### config.mk
export PLATFORM = sky130hd
export DESIGN_NAME = adc_conversion_sequencer
export DESIGN_NICKNAME = d
export VERILOG_FILES = /design/src/verilog/conv_seq_pkg.sv /design/src/verilog/conv_clock_divider.sv /design/src/verilog/conv_sar_engine.sv /design/src/verilog/adc_conversion_sequencer.sv
export SDC_FILE = /design/constraint.sdc
export NUM_CORES = 1
export LEC_CHECK = 0
export ABC_CLOCK_PERIOD_IN_PS = 3250
export BUFFER_PORTS_ARGS = -buffer_cell sky130_fd_sc_hd__buf_2
export CORE_MARGIN = 1
export CORE_UTILIZATION = 54
export DETAILED_ROUTE_END_ITERATION = 8
export GPL_ROUTABILITY_DRIVEN = 0
export PLACE_DENSITY = 0.77
export SYNTH_ARGS = -nofsm -noshare
export SYNTH_HDL_FRONTEND = slang
export SYNTH_SLANG_ARGS = --single-unit
### constraint.sdc
create_clock -name core_clk -period 3.25 [get_ports core_clk]
set_clock_uncertainty 0.05 [all_clocks]
set_input_delay 0.1625 -clock core_clk [delete_from_list [all_inputs] [get_ports core_clk]]
set_output_delay 0.1625 -clock core_clk [all_outputs]
set_load 0.01 [all_outputs]
### src/verilog/conv_seq_pkg.sv
package conv_seq_pkg;

  // ==========================================================================
  // Field widths and layouts
  // ==========================================================================
  localparam int CHANNEL_W = 5;
  localparam logic [4:0] CHANNEL_OFF = 5'h1f;
  localparam int RESULT_W = 12;

  // Resolution mode field encodings.
  localparam logic [1:0] MODE_8BIT = 2'h0;
  localparam logic [1:0] MODE_12BIT = 2'h1;
  localparam logic [1:0] MODE_10BIT = 2'h2;

  // Input clock select encodings.
  localparam logic [1:0] CLK_BUS = 2'h0;
  localparam logic [1:0] CLK_BUS_DIV2 = 2'h1;
  localparam logic [1:0] CLK_ALT = 2'h2;
  localparam logic [1:0] CLK_ASYNC = 2'h3;

  // ==========================================================================
  // Reset values
  // ==========================================================================
  localparam logic [7:0] RESULT_HIGH_RESET = 8'h00;
  localparam logic [7:0] RESULT_LOW_RESET = 8'h00;

  // ==========================================================================
  // Timing, in conversion clock cycles; async startup in us and core clock cycles
  // ==========================================================================
  // Sample phase counts in half cycles: 3.5 and 23.5 cycles.
  localparam logic [5:0] SAMPLE_SHORT_HALF = 6'h07;
  localparam logic [5:0] SAMPLE_LONG_HALF = 6'h2f;
  // Approximation steps per resolution.
  localparam logic [3:0] STEPS_8BIT = 4'h9;
  localparam logic [3:0] STEPS_12BIT = 4'hc;
  // Startup of the asynchronous clock generator.
  localparam int ASYNC_START_US = 5;
  localparam int CORE_CLK_MHZ = 125;
  localparam int ASYNC_START_CYCLES = ASYNC_START_US * CORE_CLK_MHZ;
  localparam logic [9:0] ASYNC_START_COUNT = 10'(ASYNC_START_CYCLES);

  // ==========================================================================
  // Controller states
  // ==========================================================================
  typedef enum logic [2:0] {
    ST_IDLE,
    ST_STARTUP,
    ST_SAMPLE,
    ST_CONVERT,
    ST_TRANSFER
  } seq_state_t;

endpackage

### src/verilog/conv_clock_divider.sv
`timescale 1ns/1ps
module conv_clock_divider (
  input  wire logic       core_clk,
  input  wire logic       resetn,
  input  wire logic       run,
  input  wire logic [1:0] clock_divide_select,
  input  wire logic       src_tick,
  output logic            half_tick
);

  // ==========================================================================
  // Half-cycle enable of the conversion clock
  // ==========================================================================
  logic [3:0] count;
  logic [3:0] limit;

  // The divider produces two ticks per conversion clock period so the half
  // cycle of the sample phase can be counted exactly.
  always_comb begin
    case (clock_divide_select)
      2'h0:    limit = 4'h0;
      2'h1:    limit = 4'h1;
      2'h2:    limit = 4'h3;
      default: limit = 4'h7;
    endcase
  end

  // Held cleared while idle so each conversion started from idle begins on a known phase.
  always_ff @(posedge core_clk or negedge resetn) begin
    if (!resetn) begin
      count     <= 4'h0;
      half_tick <= 1'b0;
    end else if (!run) begin
      count     <= 4'h0;
      half_tick <= 1'b0;
    end else if (src_tick) begin
      half_tick <= (count == limit);
      count     <= (count == limit) ? 4'h0 : count + 4'h1;
    end else begin
      half_tick <= 1'b0;
    end
  end

endmodule

### src/verilog/conv_sar_engine.sv
`timescale 1ns/1ps
module conv_sar_engine (
  input  wire logic        core_clk,
  input  wire logic        resetn,
  input  wire logic        start,
  input  wire logic        step,
  input  wire logic [3:0]  steps,
  input  wire logic        comparator_high,
  output logic [11:0]      value,
  output logic             done
);

  // ==========================================================================
  // Successive approximation register
  // ==========================================================================
  logic [3:0]  bit_index;
  logic        busy;

  // One trial bit per conversion clock; the comparator answers whether the
  // held input is above the trial level. Bits fill downward from bit steps minus one.
  always_ff @(posedge core_clk or negedge resetn) begin
    if (!resetn) begin
      value     <= 12'h000;
      bit_index <= 4'h0;
      busy      <= 1'b0;
      done      <= 1'b0;
    end else begin
      done <= 1'b0;
      if (start) begin
        value     <= 12'h000;
        bit_index <= steps;
        busy      <= 1'b1;
      end else if (busy && step) begin
        value[4'(bit_index - 4'h1)] <= comparator_high;
        bit_index <= bit_index - 4'h1;
        if (bit_index == 4'h1) begin
          busy <= 1'b0;
          done <= 1'b1;
        end
      end
    end
  end

endmodule

### src/verilog/adc_conversion_sequencer.sv
`timescale 1ns/1ps
// Notes on behaviour
// - Control-one write aborts, restarts unless channel off or hardware trigger selected.
// - Other control writes abort as mode change.
// - Reset or stop without async clock aborts.
// - Abort keeps results; reset clears them.
// - Idle until start; async clock only when chosen.
// - Sample 3.5 or 23.5 conversion clocks.
// - Isolate, approximate, then transfer result.
// - Slow bus loosens continuous sample timing.
// - First conversion within cycle budget.
// - Async clock adds 5 us startup.
// - Later continuous conversions skip startup overhead.
// - Compare sets flag per greater select.
// - Compare stores difference, not raw result.
// - False compare: no flag, no transfer.
// - Interrupt when flag sets and enabled.
// - Wait mode finishes and accepts new starts.
// - Completion in wait wakes by interrupt.
// - Stop3 without async aborts, keeps results.
// - Stop3 with async keeps converting.
// - Stop2 returns everything to reset.
// - Half-read result blocks transfer, discards result.
// - Rising trigger starts; edges ignored while busy.
module adc_conversion_sequencer (
  input  wire logic        core_clk,
  input  wire logic        resetn,
  input  wire logic        write_control_one,
  input  wire logic        write_control_two,
  input  wire logic        write_configuration,
  input  wire logic        write_compare_high,
  input  wire logic        write_compare_low,
  input  wire logic [7:0]  write_data,
  input  wire logic        read_result_high,
  input  wire logic        read_result_low,
  input  wire logic        hardware_trigger_input,
  input  wire logic        alternate_clock,
  input  wire logic        comparator_high,
  input  wire logic        wait_mode,
  input  wire logic        stop3_mode,
  input  wire logic        stop2_mode,
  output logic [7:0]       result_high,
  output logic [7:0]       result_low,
  output logic             conversion_complete_flag,
  output logic             conversion_active,
  output logic             conversion_irq,
  output logic             internal_async_conv_clock_enable,
  output logic             analog_sample_enable,
  output logic [4:0]       analog_channel
);

  // ==========================================================================
  // Register fields
  // ==========================================================================
  logic [4:0]  channel_select;
  logic        complete_interrupt_enable;
  logic        continuous_conversion_enable;
  logic        hardware_trigger_select;
  logic        compare_function_enable;
  logic        compare_greater_select;
  logic        low_power_config;
  logic [1:0]  clock_divide_select;
  logic        long_sample_select;
  logic [1:0]  resolution_mode;
  logic [1:0]  input_clock_select;
  logic [3:0]  compare_value_high;
  logic [7:0]  compare_value_low;

  conv_seq_pkg::seq_state_t state;
  logic        soft_reset;
  logic        mode_write;
  logic        stop_abort;
  logic        abort;
  logic        first_conv;
  logic        read_pending;
  logic [5:0]  sample_half;
  logic [9:0]  startup_count;
  logic        half_tick;
  logic        conv_step;
  logic        step_phase;
  logic [11:0] sar_value;
  logic        sar_done;
  logic        sar_start;
  logic [1:0]  trig_sync;
  logic [1:0]  alt_sync;
  logic        trig_last;
  logic        alt_last;
  logic        bus_half;
  logic        src_tick;
  logic        async_phase;
  logic        start_request;
  logic [11:0] aligned;
  logic [12:0] difference;
  logic        compare_true;
  logic        complete_set;

  // Stop2 acts as a full reset of the module's state.
  assign soft_reset = stop2_mode;
  assign mode_write = write_control_two | write_configuration | write_compare_high
                    | write_compare_low;
  assign stop_abort = stop3_mode && (input_clock_select != conv_seq_pkg::CLK_ASYNC);
  assign abort = write_control_one | mode_write | stop_abort;

  // ==========================================================================
  // Software-visible control registers
  // ==========================================================================
  // Writes land one byte at a time; the order in which software performs
  // them is its own affair, each write simply aborts what is running.
  always_ff @(posedge core_clk or negedge resetn) begin
    if (!resetn) begin
      channel_select               <= conv_seq_pkg::CHANNEL_OFF;
      complete_interrupt_enable    <= 1'b0;
      continuous_conversion_enable <= 1'b0;
      hardware_trigger_select      <= 1'b0;
      compare_function_enable      <= 1'b0;
      compare_greater_select       <= 1'b0;
      low_power_config             <= 1'b0;
      clock_divide_select          <= 2'h0;
      long_sample_select           <= 1'b0;
      resolution_mode              <= conv_seq_pkg::MODE_8BIT;
      input_clock_select           <= conv_seq_pkg::CLK_BUS;
      compare_value_high           <= 4'h0;
      compare_value_low            <= 8'h00;
    end else if (soft_reset) begin
      channel_select               <= conv_seq_pkg::CHANNEL_OFF;
      complete_interrupt_enable    <= 1'b0;
      continuous_conversion_enable <= 1'b0;
      hardware_trigger_select      <= 1'b0;
      compare_function_enable      <= 1'b0;
      compare_greater_select       <= 1'b0;
      low_power_config             <= 1'b0;
      clock_divide_select          <= 2'h0;
      long_sample_select           <= 1'b0;
      resolution_mode              <= conv_seq_pkg::MODE_8BIT;
      input_clock_select           <= conv_seq_pkg::CLK_BUS;
      compare_value_high           <= 4'h0;
      compare_value_low            <= 8'h00;
    end else begin
      if (write_control_one) begin
        complete_interrupt_enable    <= write_data[6];
        continuous_conversion_enable <= write_data[5];
        channel_select               <= write_data[4:0];
      end
      if (write_control_two) begin
        hardware_trigger_select <= write_data[6];
        compare_function_enable <= write_data[5];
        compare_greater_select  <= write_data[4];
      end
      if (write_configuration) begin
        low_power_config    <= write_data[7];
        clock_divide_select <= write_data[6:5];
        long_sample_select  <= write_data[4];
        resolution_mode     <= write_data[3:2];
        input_clock_select  <= write_data[1:0];
      end
      if (write_compare_high) begin
        compare_value_high <= write_data[3:0];
      end
      if (write_compare_low) begin
        compare_value_low <= write_data;
      end
    end
  end

  // ==========================================================================
  // Input synchronisers and conversion clock source
  // ==========================================================================
  // Trigger and alternate clock come from outside the domain.
  always_ff @(posedge core_clk or negedge resetn) begin
    if (!resetn) begin
      trig_sync <= 2'h0;
      alt_sync  <= 2'h0;
      trig_last <= 1'b0;
      alt_last  <= 1'b0;
    end else begin
      trig_sync <= {trig_sync[0], hardware_trigger_input};
      alt_sync  <= {alt_sync[0], alternate_clock};
      trig_last <= trig_sync[1];
      alt_last  <= alt_sync[1];
    end
  end

  // The asynchronous source is modelled as half the core rate; it only runs
  // while enabled, which keeps the generator off in every idle state.
  always_ff @(posedge core_clk or negedge resetn) begin
    if (!resetn) begin
      bus_half    <= 1'b0;
      async_phase <= 1'b0;
    end else begin
      bus_half    <= ~bus_half;
      async_phase <= internal_async_conv_clock_enable ? ~async_phase : 1'b0;
    end
  end

  always_comb begin
    case (input_clock_select)
      conv_seq_pkg::CLK_BUS:      src_tick = 1'b1;
      conv_seq_pkg::CLK_BUS_DIV2: src_tick = bus_half;
      conv_seq_pkg::CLK_ALT:      src_tick = alt_sync[1] & ~alt_last;
      default:                    src_tick = async_phase;
    endcase
  end

  conv_clock_divider u_divider (
    .core_clk            (core_clk),
    .resetn              (resetn),
    .run                 (state != conv_seq_pkg::ST_IDLE),
    .clock_divide_select (clock_divide_select),
    .src_tick            (src_tick),
    .half_tick           (half_tick)
  );

  // Every second half tick is a whole conversion clock step.
  assign conv_step = half_tick & step_phase;

  // ==========================================================================
  // Start requests
  // ==========================================================================
  // Trigger edges count only in idle; during a conversion they are dropped.
  assign start_request = (hardware_trigger_select && trig_sync[1] && !trig_last
                          && state == conv_seq_pkg::ST_IDLE);

  // ==========================================================================
  // Compare arithmetic
  // ==========================================================================
  // Eight-bit mode keeps the truncated top byte, bits 11 to 4; wider modes align to the word.
  always_comb begin
    case (resolution_mode)
      conv_seq_pkg::MODE_8BIT:  aligned = {4'h0, sar_value[11:4]};
      conv_seq_pkg::MODE_10BIT: aligned = {2'h0, sar_value[11:2]};
      default:                  aligned = sar_value;
    endcase
    difference   = {1'b0, aligned} + {1'b0, ~{compare_value_high, compare_value_low}} + 13'h0001;
    // A carry out means result >= compare value.
    compare_true = compare_greater_select ? difference[12] : !difference[12];
  end

  assign complete_set = (state == conv_seq_pkg::ST_TRANSFER) && !read_pending
                      && (!compare_function_enable || compare_true);

  // ==========================================================================
  // Sequencer
  // ==========================================================================
  // Abort has priority over completion: a result in flight is simply lost.
  always_ff @(posedge core_clk or negedge resetn) begin
    if (!resetn) begin
      state         <= conv_seq_pkg::ST_IDLE;
      first_conv    <= 1'b1;
      sample_half   <= 6'h00;
      startup_count <= 10'h000;
      step_phase    <= 1'b0;
      sar_start     <= 1'b0;
    end else if (soft_reset) begin
      state <= conv_seq_pkg::ST_IDLE;
      first_conv <= 1'b1;
      sar_start  <= 1'b0;
    end else begin
      sar_start <= 1'b0;
      if (abort) begin
        state      <= conv_seq_pkg::ST_IDLE;
        first_conv <= 1'b1;
        if (write_control_one && write_data[4:0] != conv_seq_pkg::CHANNEL_OFF && !hardware_trigger_select) begin
          state <= (input_clock_select == conv_seq_pkg::CLK_ASYNC) ? conv_seq_pkg::ST_STARTUP
                   : conv_seq_pkg::ST_SAMPLE;
          startup_count <= conv_seq_pkg::ASYNC_START_COUNT;
          sample_half   <= 6'h00;
        end
      end else begin
        case (state)
          conv_seq_pkg::ST_IDLE: begin
            if (start_request && channel_select != conv_seq_pkg::CHANNEL_OFF) begin
              state <= (input_clock_select == conv_seq_pkg::CLK_ASYNC) ? conv_seq_pkg::ST_STARTUP
                       : conv_seq_pkg::ST_SAMPLE;
              startup_count <= conv_seq_pkg::ASYNC_START_COUNT;
              sample_half   <= 6'h00;
              first_conv    <= 1'b1;
            end
          end
          conv_seq_pkg::ST_STARTUP: begin
            // The generator needs its startup time before the first sample.
            if (startup_count == 10'h000) begin
              state <= conv_seq_pkg::ST_SAMPLE;
            end else begin
              startup_count <= startup_count - 10'h001;
            end
          end
          conv_seq_pkg::ST_SAMPLE: begin
            if (half_tick) begin
              sample_half <= sample_half + 6'h01;
              if (sample_half == (long_sample_select ? conv_seq_pkg::SAMPLE_LONG_HALF
                                                     : conv_seq_pkg::SAMPLE_SHORT_HALF) - 6'h01) begin
                state      <= conv_seq_pkg::ST_CONVERT;
                sar_start  <= 1'b1;
                step_phase <= 1'b0;
              end
            end
          end
          conv_seq_pkg::ST_CONVERT: begin
            if (half_tick) begin
              step_phase <= ~step_phase;
            end
            if (sar_done) begin
              state <= conv_seq_pkg::ST_TRANSFER;
            end
          end
          conv_seq_pkg::ST_TRANSFER: begin
            // A blocked transfer always relaunches, except a failed single
            // compare, which ends the run.
            first_conv  <= 1'b0;
            sample_half <= 6'h00;
            if (read_pending && !(compare_function_enable && !compare_true && !continuous_conversion_enable)) begin
              state <= conv_seq_pkg::ST_SAMPLE;
            end else if (continuous_conversion_enable) begin
              state <= conv_seq_pkg::ST_SAMPLE;
            end else begin
              state <= conv_seq_pkg::ST_IDLE;
            end
          end
          default: state <= conv_seq_pkg::ST_IDLE;
        endcase
      end
    end
  end

  conv_sar_engine u_sar (
    .core_clk        (core_clk),
    .resetn          (resetn),
    .start           (sar_start),
    .step            (conv_step),
    .steps           ((resolution_mode == conv_seq_pkg::MODE_8BIT) ? conv_seq_pkg::STEPS_8BIT
                      : conv_seq_pkg::STEPS_12BIT),
    .comparator_high (comparator_high),
    .value           (sar_value),
    .done            (sar_done)
  );

  // ==========================================================================
  // Result registers, flag and read blocking
  // ==========================================================================
  // Aborts leave the result untouched; only reset and stop2 clear it.
  always_ff @(posedge core_clk or negedge resetn) begin
    if (!resetn) begin
      result_high <= conv_seq_pkg::RESULT_HIGH_RESET;
      result_low  <= conv_seq_pkg::RESULT_LOW_RESET;
    end else if (soft_reset) begin
      result_high <= conv_seq_pkg::RESULT_HIGH_RESET;
      result_low  <= conv_seq_pkg::RESULT_LOW_RESET;
    end else if (complete_set && !abort) begin
      result_high <= compare_function_enable ? {4'h0, difference[11:8]} : {4'h0, aligned[11:8]};
      result_low  <= compare_function_enable ? difference[7:0] : aligned[7:0];
    end
  end

  // The flag clears on a control-one write; a completion in that cycle is
  // suppressed anyway by the abort, so no set is lost to the clear.
  always_ff @(posedge core_clk or negedge resetn) begin
    if (!resetn) begin
      conversion_complete_flag <= 1'b0;
      read_pending             <= 1'b0;
    end else if (soft_reset) begin
      conversion_complete_flag <= 1'b0;
      read_pending             <= 1'b0;
    end else begin
      if (complete_set && !abort) begin
        conversion_complete_flag <= 1'b1;
      end else if (write_control_one || read_result_low) begin
        conversion_complete_flag <= 1'b0;
      end
      // Blocking only applies to the two-byte modes.
      if (read_result_low) begin
        read_pending <= 1'b0;
      end else if (read_result_high && resolution_mode != conv_seq_pkg::MODE_8BIT) begin
        read_pending <= 1'b1;
      end
    end
  end

  // ==========================================================================
  // Outputs
  // ==========================================================================
  // The interrupt is a level that follows the enabled flag, which wakes the
  // system from wait or stop3 alike.
  always_ff @(posedge core_clk or negedge resetn) begin
    if (!resetn) begin
      conversion_irq                   <= 1'b0;
      conversion_active                <= 1'b0;
      internal_async_conv_clock_enable <= 1'b0;
      analog_sample_enable             <= 1'b0;
      analog_channel                   <= conv_seq_pkg::CHANNEL_OFF;
    end else begin
      conversion_irq <= complete_interrupt_enable
                        && (conversion_complete_flag || (complete_set && !abort));
      conversion_active <= (state != conv_seq_pkg::ST_IDLE);
      internal_async_conv_clock_enable <= (state != conv_seq_pkg::ST_IDLE) && !soft_reset
                                          && (input_clock_select == conv_seq_pkg::CLK_ASYNC);
      analog_sample_enable <= (state == conv_seq_pkg::ST_SAMPLE);
      analog_channel       <= channel_select;
    end
  end

endmodule

* Word-level counts from Yosys, hierarchy flattened *
Index checks and enable logic that the tools add are counted.

word-level totals
  logic and storage cells = 239
  input bits = 23
  flip-flop bits (word level) = 108
  output and inout bits = 26

operators by class
  add/sub/neg operators = 7
  reductions and logical operators = 57
  mux-type cells = 92
  magnitude comparators = 2
  equal/unequal tests = 29
  bitwise logic cells = 14

operator list
  cell                   number
  $mux 8                 7
  $mux 10                4
  $mux 1                 37
  $mux 4                 8
  $mux 6                 5
  $mux 12                2
  $mux 3                 8
  $pmux 12 s2            1
  $mux 2                 10
  $pmux 10 s2            1
  $reduce_bool 2->1      10
  $logic_and 1x1->1      19
  $pmux 6 s3             1
  $pmux 3 s5             1
  $reduce_and 5->1       3
  $add 12x12->13         1
  $add 13x1->13 const B  1
  $bwmux 12              1
  $ne 4x3->1 const B     3
  $not 12->12            1
  $reduce_bool 3->1      4
  $logic_not 1->1        10
  $logic_not 10->1       1
  $mux 5                 2
  other kinds (34)       60

* Logic depth before layout (Yosys ltp) *
  word-level depth = 15
  depth in mapped cells = 14
  gate-level depth less buffers = 11

* Modules after synthesis *
Synthesis repeated with hierarchy kept, for this count alone.

second synthesis, totals
  cells, all modules = 629
  area total of the unflattened synthesis = 5982.0 um2

modules (own cells, without submodules)
  module                    seq. area each (um2)  cells an instance  instances  area an instance (um2)
  adc_conversion_sequencer  2039.5                477                1          4550.6
  conv_sar_engine           450.4                 121                1          1143.6
  conv_clock_divider        125.1                 31                 1          287.8

* Least setup slack after synthesis *
OpenSTA, ideal clock, no wires.

  path kind = reg2reg
  from = register resolution_mode[1]
  to = register result_low[5]
  period minus slack after synthesis = 3.291 ns
  data required time = 3.074 ns
  cell stages (with the launch flop) = 14
  path buffers = 2
  data arrival time = 3.115 ns
  slack = -0.041 ns
  library setup time = 0.126 ns
  cells stage by stage = dfrtp_1 -> buf_1 -> mux2i_1 -> nor2_1 -> a21oi_1 -> ha_1 -> fa_1 -> nor2b_1 -> o31a_1 -> o211ai_1 -> o211a_1 -> or3_1 -> buf_2 -> o311a_1

between the ends
  word-level cells in the longest chain between the ends = 10
  elaborated cells between the ends (all ways) = 14
  those cells by class = 2 x add/sub; 1 x eq/ne; 5 x mux; 6 x reduce/logical

RTL lines
  element                                        line                             RTL
  start: declaration                             adc_conversion_sequencer.sv:64   logic [1:0] resolution_mode;
  start signal: assignment                       adc_conversion_sequencer.sv:120  resolution_mode <= conv_seq_pkg::MODE_8BIT;
  start signal: assignment                       adc_conversion_sequencer.sv:134  resolution_mode <= conv_seq_pkg::MODE_8BIT;
  start signal: assignment                       adc_conversion_sequencer.sv:153  resolution_mode <= write_data[3:2];
  $eq 2x2->1 or $logic_not 2->1 (tied branches)  adc_conversion_sequencer.sv:228  case (resolution_mode)
  $pmux 12 s2 *                                  adc_conversion_sequencer.sv:228
  $add 12x12->13                                 adc_conversion_sequencer.sv:233  difference = {1'b0, aligned} + {1'b0, ~{compare_value_high, compare_value_low}} + 13'h0001;
  $add 13x1->13                                  adc_conversion_sequencer.sv:233
  $logic_not 1->1                                adc_conversion_sequencer.sv:235  compare_true = compare_greater_select ? difference[12] : !difference[12];
  $mux 1                                         adc_conversion_sequencer.sv:235
  $logic_or 1x1->1                               adc_conversion_sequencer.sv:239  && (!compare_function_enable || compare_true);
  $logic_and 1x1->1                              adc_conversion_sequencer.sv:239
  $logic_and 1x1->1                              adc_conversion_sequencer.sv:348  end else if (complete_set && !abort) begin
  $reduce_bool 2->1 (no line)                    -
  end signal: assignment                         adc_conversion_sequencer.sv:344  result_low <= conv_seq_pkg::RESULT_LOW_RESET;
  end signal: assignment                         adc_conversion_sequencer.sv:347  result_low <= conv_seq_pkg::RESULT_LOW_RESET;
  end signal: assignment                         adc_conversion_sequencer.sv:350  result_low <= compare_function_enable ? difference[7:0] : aligned[7:0];
  end: declaration                               adc_conversion_sequencer.sv:43   output logic [7:0] result_low,

Every way passes the cells marked *; elsewhere a longest branch is shown, timed or not. The select of a mux whose other input is x is not followed.
A chain may end at the register's enable or synchronous reset.

* Worst setup path in the final report *
  from = register resolution_mode[1]
  to = register result_low[4]

The elaborated chain is that of the path after synthesis.

==> impl_results.md <==
- DP Area: 0.00621 mm^2
- Reg-to-Reg End: result_low[4]
- Status: finished, final reports clean
- DR WL/cell: 16.6 um
- Ys async rst share: 100%
- Distinct cell type count of the synthesized netlist: 61
- Endpoint type of the worst setup path: flip-flop
- # port buffers: 43
- Hold Path Class: primary input to flip-flop
- Psw: ~760 uW
- Pwr dens: 394 mW/mm^2
- Post-DP HPWL: 10.0 mm
- Final instance area: 0.00648 mm^2
- Count of final max-slew check failures: 0
- First-pass GRT wire length: 22.5 mm
- Largest net degree at the start of global routing: 64
- Rel. slew slack: between 40% and 50%
- Worst vdd ir: a little over 200 uV
- Worst Path Arrival: around 3400 ps
- Overflow after GRT: 0
- Core Rows: 37
- Final Hold Viols: 0
- Crit-path max FO: 7
- Clock power frac: around 30%
- Logic pwr share: 16.9%
- Vias in the first global route: 4625
- Detail Route Antenna Nets: 0
- Total die area: 0.0113 mm^2
- Root Driver: clkbuf_8
- Sw Share: between 20% and 30%
- CP Class: flip-flop to flip-flop
- Sink Count: 104
- MaxCap Viol Count: 0
- P&R area growth vs syn: 10.6%
- #FFs+latches synth: around 100
- Hold path start: write_data[4]
- Final setup viols: 0
- DRT Wirelength: 13.6 mm
- CTS tree: built
- Core box area: 0.0104 mm^2
- Fmax: 319 MHz
- P_int: approximately 1.8 mW
- Antenna cells: 0
- Tmin final: 3140 ps
- Final core occ: 62.2%
- DRC: 0
- Initial core utilization: a little under three fifths
- EDFF count, synth: 0
- Clk buf depth: 2
- Initial antenna violation count: 1
- Commonest non-fill, non-tap cell in the layout: dfrtp_1
- Synth warnings: 0
- Setup Total Neg Slack: 0 ps
- Worst-path clk slew: roughly 100 ps
- R2R cell count: 12
- # nets final: 720
- Iter 0 DRT Violations: 255
- Hold Path End: channel_select[4]
- Seq/Total Area, Yosys: 44.6%
- Reg2reg setup slack: 110 ps
- Setup crit start kind: flip-flop
- GRT Util Overall: 25.3%
- Critical Path RT: approximately 3500 ps
- Worst hold path depth: 3
- Die Span Y: 106 um
- Power, Total: 2.55 mW
- Post-Synthesis Cells: 630
- Synth Cell Area: slightly below 0.006 mm^2
- Detailed-route via count: just under 5000
- Layout cells sized above 1: 15.1%
- Num CTS Buffers: 9
- R2R Path Start: resolution_mode[1]
- Drt pass-1 iters: 5
- Avg Cell Area, Syn: 9.30 um^2
- Worst slew pin tran: 783 ps
- Most frequent cells in the layout: dfrtp_1, nor2_1, nand2_1, mux2i_1
- Vias per inst: 5.93
- # IOs: 49
- Predominant post-synthesis flop cell: dfrtp_1
- LEAKAGE: 2.88 nW
- Clk_lat worst skew: 370 ps
- Sequential power share: 53.5%
- CTS H-tree lvls: 3
- Die width: between 100 and 150 um
- Final worst-path cycle share: between 90% and 100%
## worst max path at each step
| stage | slack [ps] | cells after the start | to | from |
|---|---|---|---|---|
| floorplan | 140 | 13 | result_low[5] | resolution_mode[1] |
| global placement | 130 | 12 | result_low[6] | resolution_mode[1] |
| detailed placement | -20 | 11 | result_low[4] | resolution_mode[1] |
| CTS | 20 | 12 | result_low[4] | resolution_mode[1] |
| global route | -20 | 12 | result_low[2] | resolution_mode[1] |
| finish | 110 | 12 | result_low[4] | resolution_mode[1] |
## power by group through the flow
| stage | Combinational (mW) | Clock (mW) | Sequential (mW) |
|---|---|---|---|
| after CTS | 0.422 | 0.770 | 1.36 |
| after global placement | 0.398 | 0 | 1.39 |
| after global routing | 0.477 | 0.819 | 1.37 |
| final | 0.433 | 0.756 | 1.37 |
| after floorplan | 0.283 | 0 | 1.38 |
| after detailed placement | 0.416 | 0 | 1.39 |
## Yosys cell counts (all sizes together) (9+ instances only)
| cell type | instances | area, um^2 |
|---|---|---|
| nand2 | 54 | 203 |
| o21ai | 45 | 225 |
| nand3 | 10 | 50.1 |
| clkbuf | 21 | 78.8 |
| a21oi | 34 | 170 |
| dfstp | 10 | 263 |
| o21a | 9 | 67.6 |
| buf | 14 | 86.3 |
| mux2i | 51 | 510 |
| dfrtp | 94 | 2350 |
| nor3 | 17 | 85.1 |
| o31ai | 11 | 82.6 |
| inv | 31 | 116 |
| or3 | 11 | 68.8 |
| xnor2 | 9 | 78.8 |
| nor2 | 74 | 278 |
| a211oi | 9 | 67.6 |
| ha | 21 | 263 |
## routing by layer
metal  wire, um  up-vias  GRT usage [%]
met5         13        -              0
met4        209        2           8.33
met3        783       17           3.74
met2       6320      150           40.3
met1       6230     2345           35.5
li1           -     2323              -
## critical path, stage by stage (launching register included)
cell,delay (ps)
dfrtp_2,470
mux2i_1,140
nor2_1,120
a21oi_2,50
ha_2,190
fa_1,410
nor2b_2,180
o31a_1,190
o211ai_1,160
o211a_1,280
or3_4,400
buf_4,170
o31ai_1,240
## cell families after synthesis
logic type | share of synthesized area [%]
simple gates | 17.5
compound gates | 17.4
flops | 44.6
buf+inv | 4.87
mux | 9.10
fa+ha+maj | 4.83
xor+xnor | 1.64
other cells | 0.0640
## state kept, by name (all words and copies together), names as in the netlist, 4 cells and up
| register | flops |
|---|---|
| compare_value_low | 8 |
| u_sar.bit_index | 4 |
| result_high | 4 |
| result_low | 8 |
| u_divider.count | 4 |
| u_sar.value | 12 |
| startup_count | 10 |
| compare_value_high | 4 |
| sample_half | 6 |
| channel_select | 5 |
| analog_channel | 5 |
## cell type report
class                           instances  area (um^2)
Clock buffer                           10          128
Clock inverter                          6         50.0
Fill cell                             849         3940
Inverter                               32          120
Multi-Input combinational cell        462         2990
Sequential cell                       104         2620
Tap cell                              136          170
Timing Repair Buffer                   66          407
## through the flow
stage | hold slack (ps) | instances | worst slack (ps)
2_1_floorplan | -183 | 633 | 142
3_3_place_gp | 221 | 793 | 132
3_5_place_dp | 222 | 793 | -20.3
4_1_cts | 59.0 | 814 | 24.4
5_1_grt | 80.9 | 816 | -15.4
6_report | 72.7 | 816 | 112
## timing repair
| action | 4_1_cts | 5_1_grt |
|---|---|---|
| pin swaps | 0 | 2 |
| hold endpoints to repair | 58 | 0 |
| hold buffers | 5 | 0 |
| setup endpoints to repair | 5 | 13 |
| resized for setup | 2 | 9 |
| setup buffers | 0 | 2 |
(Power assumes the default switching activity.)
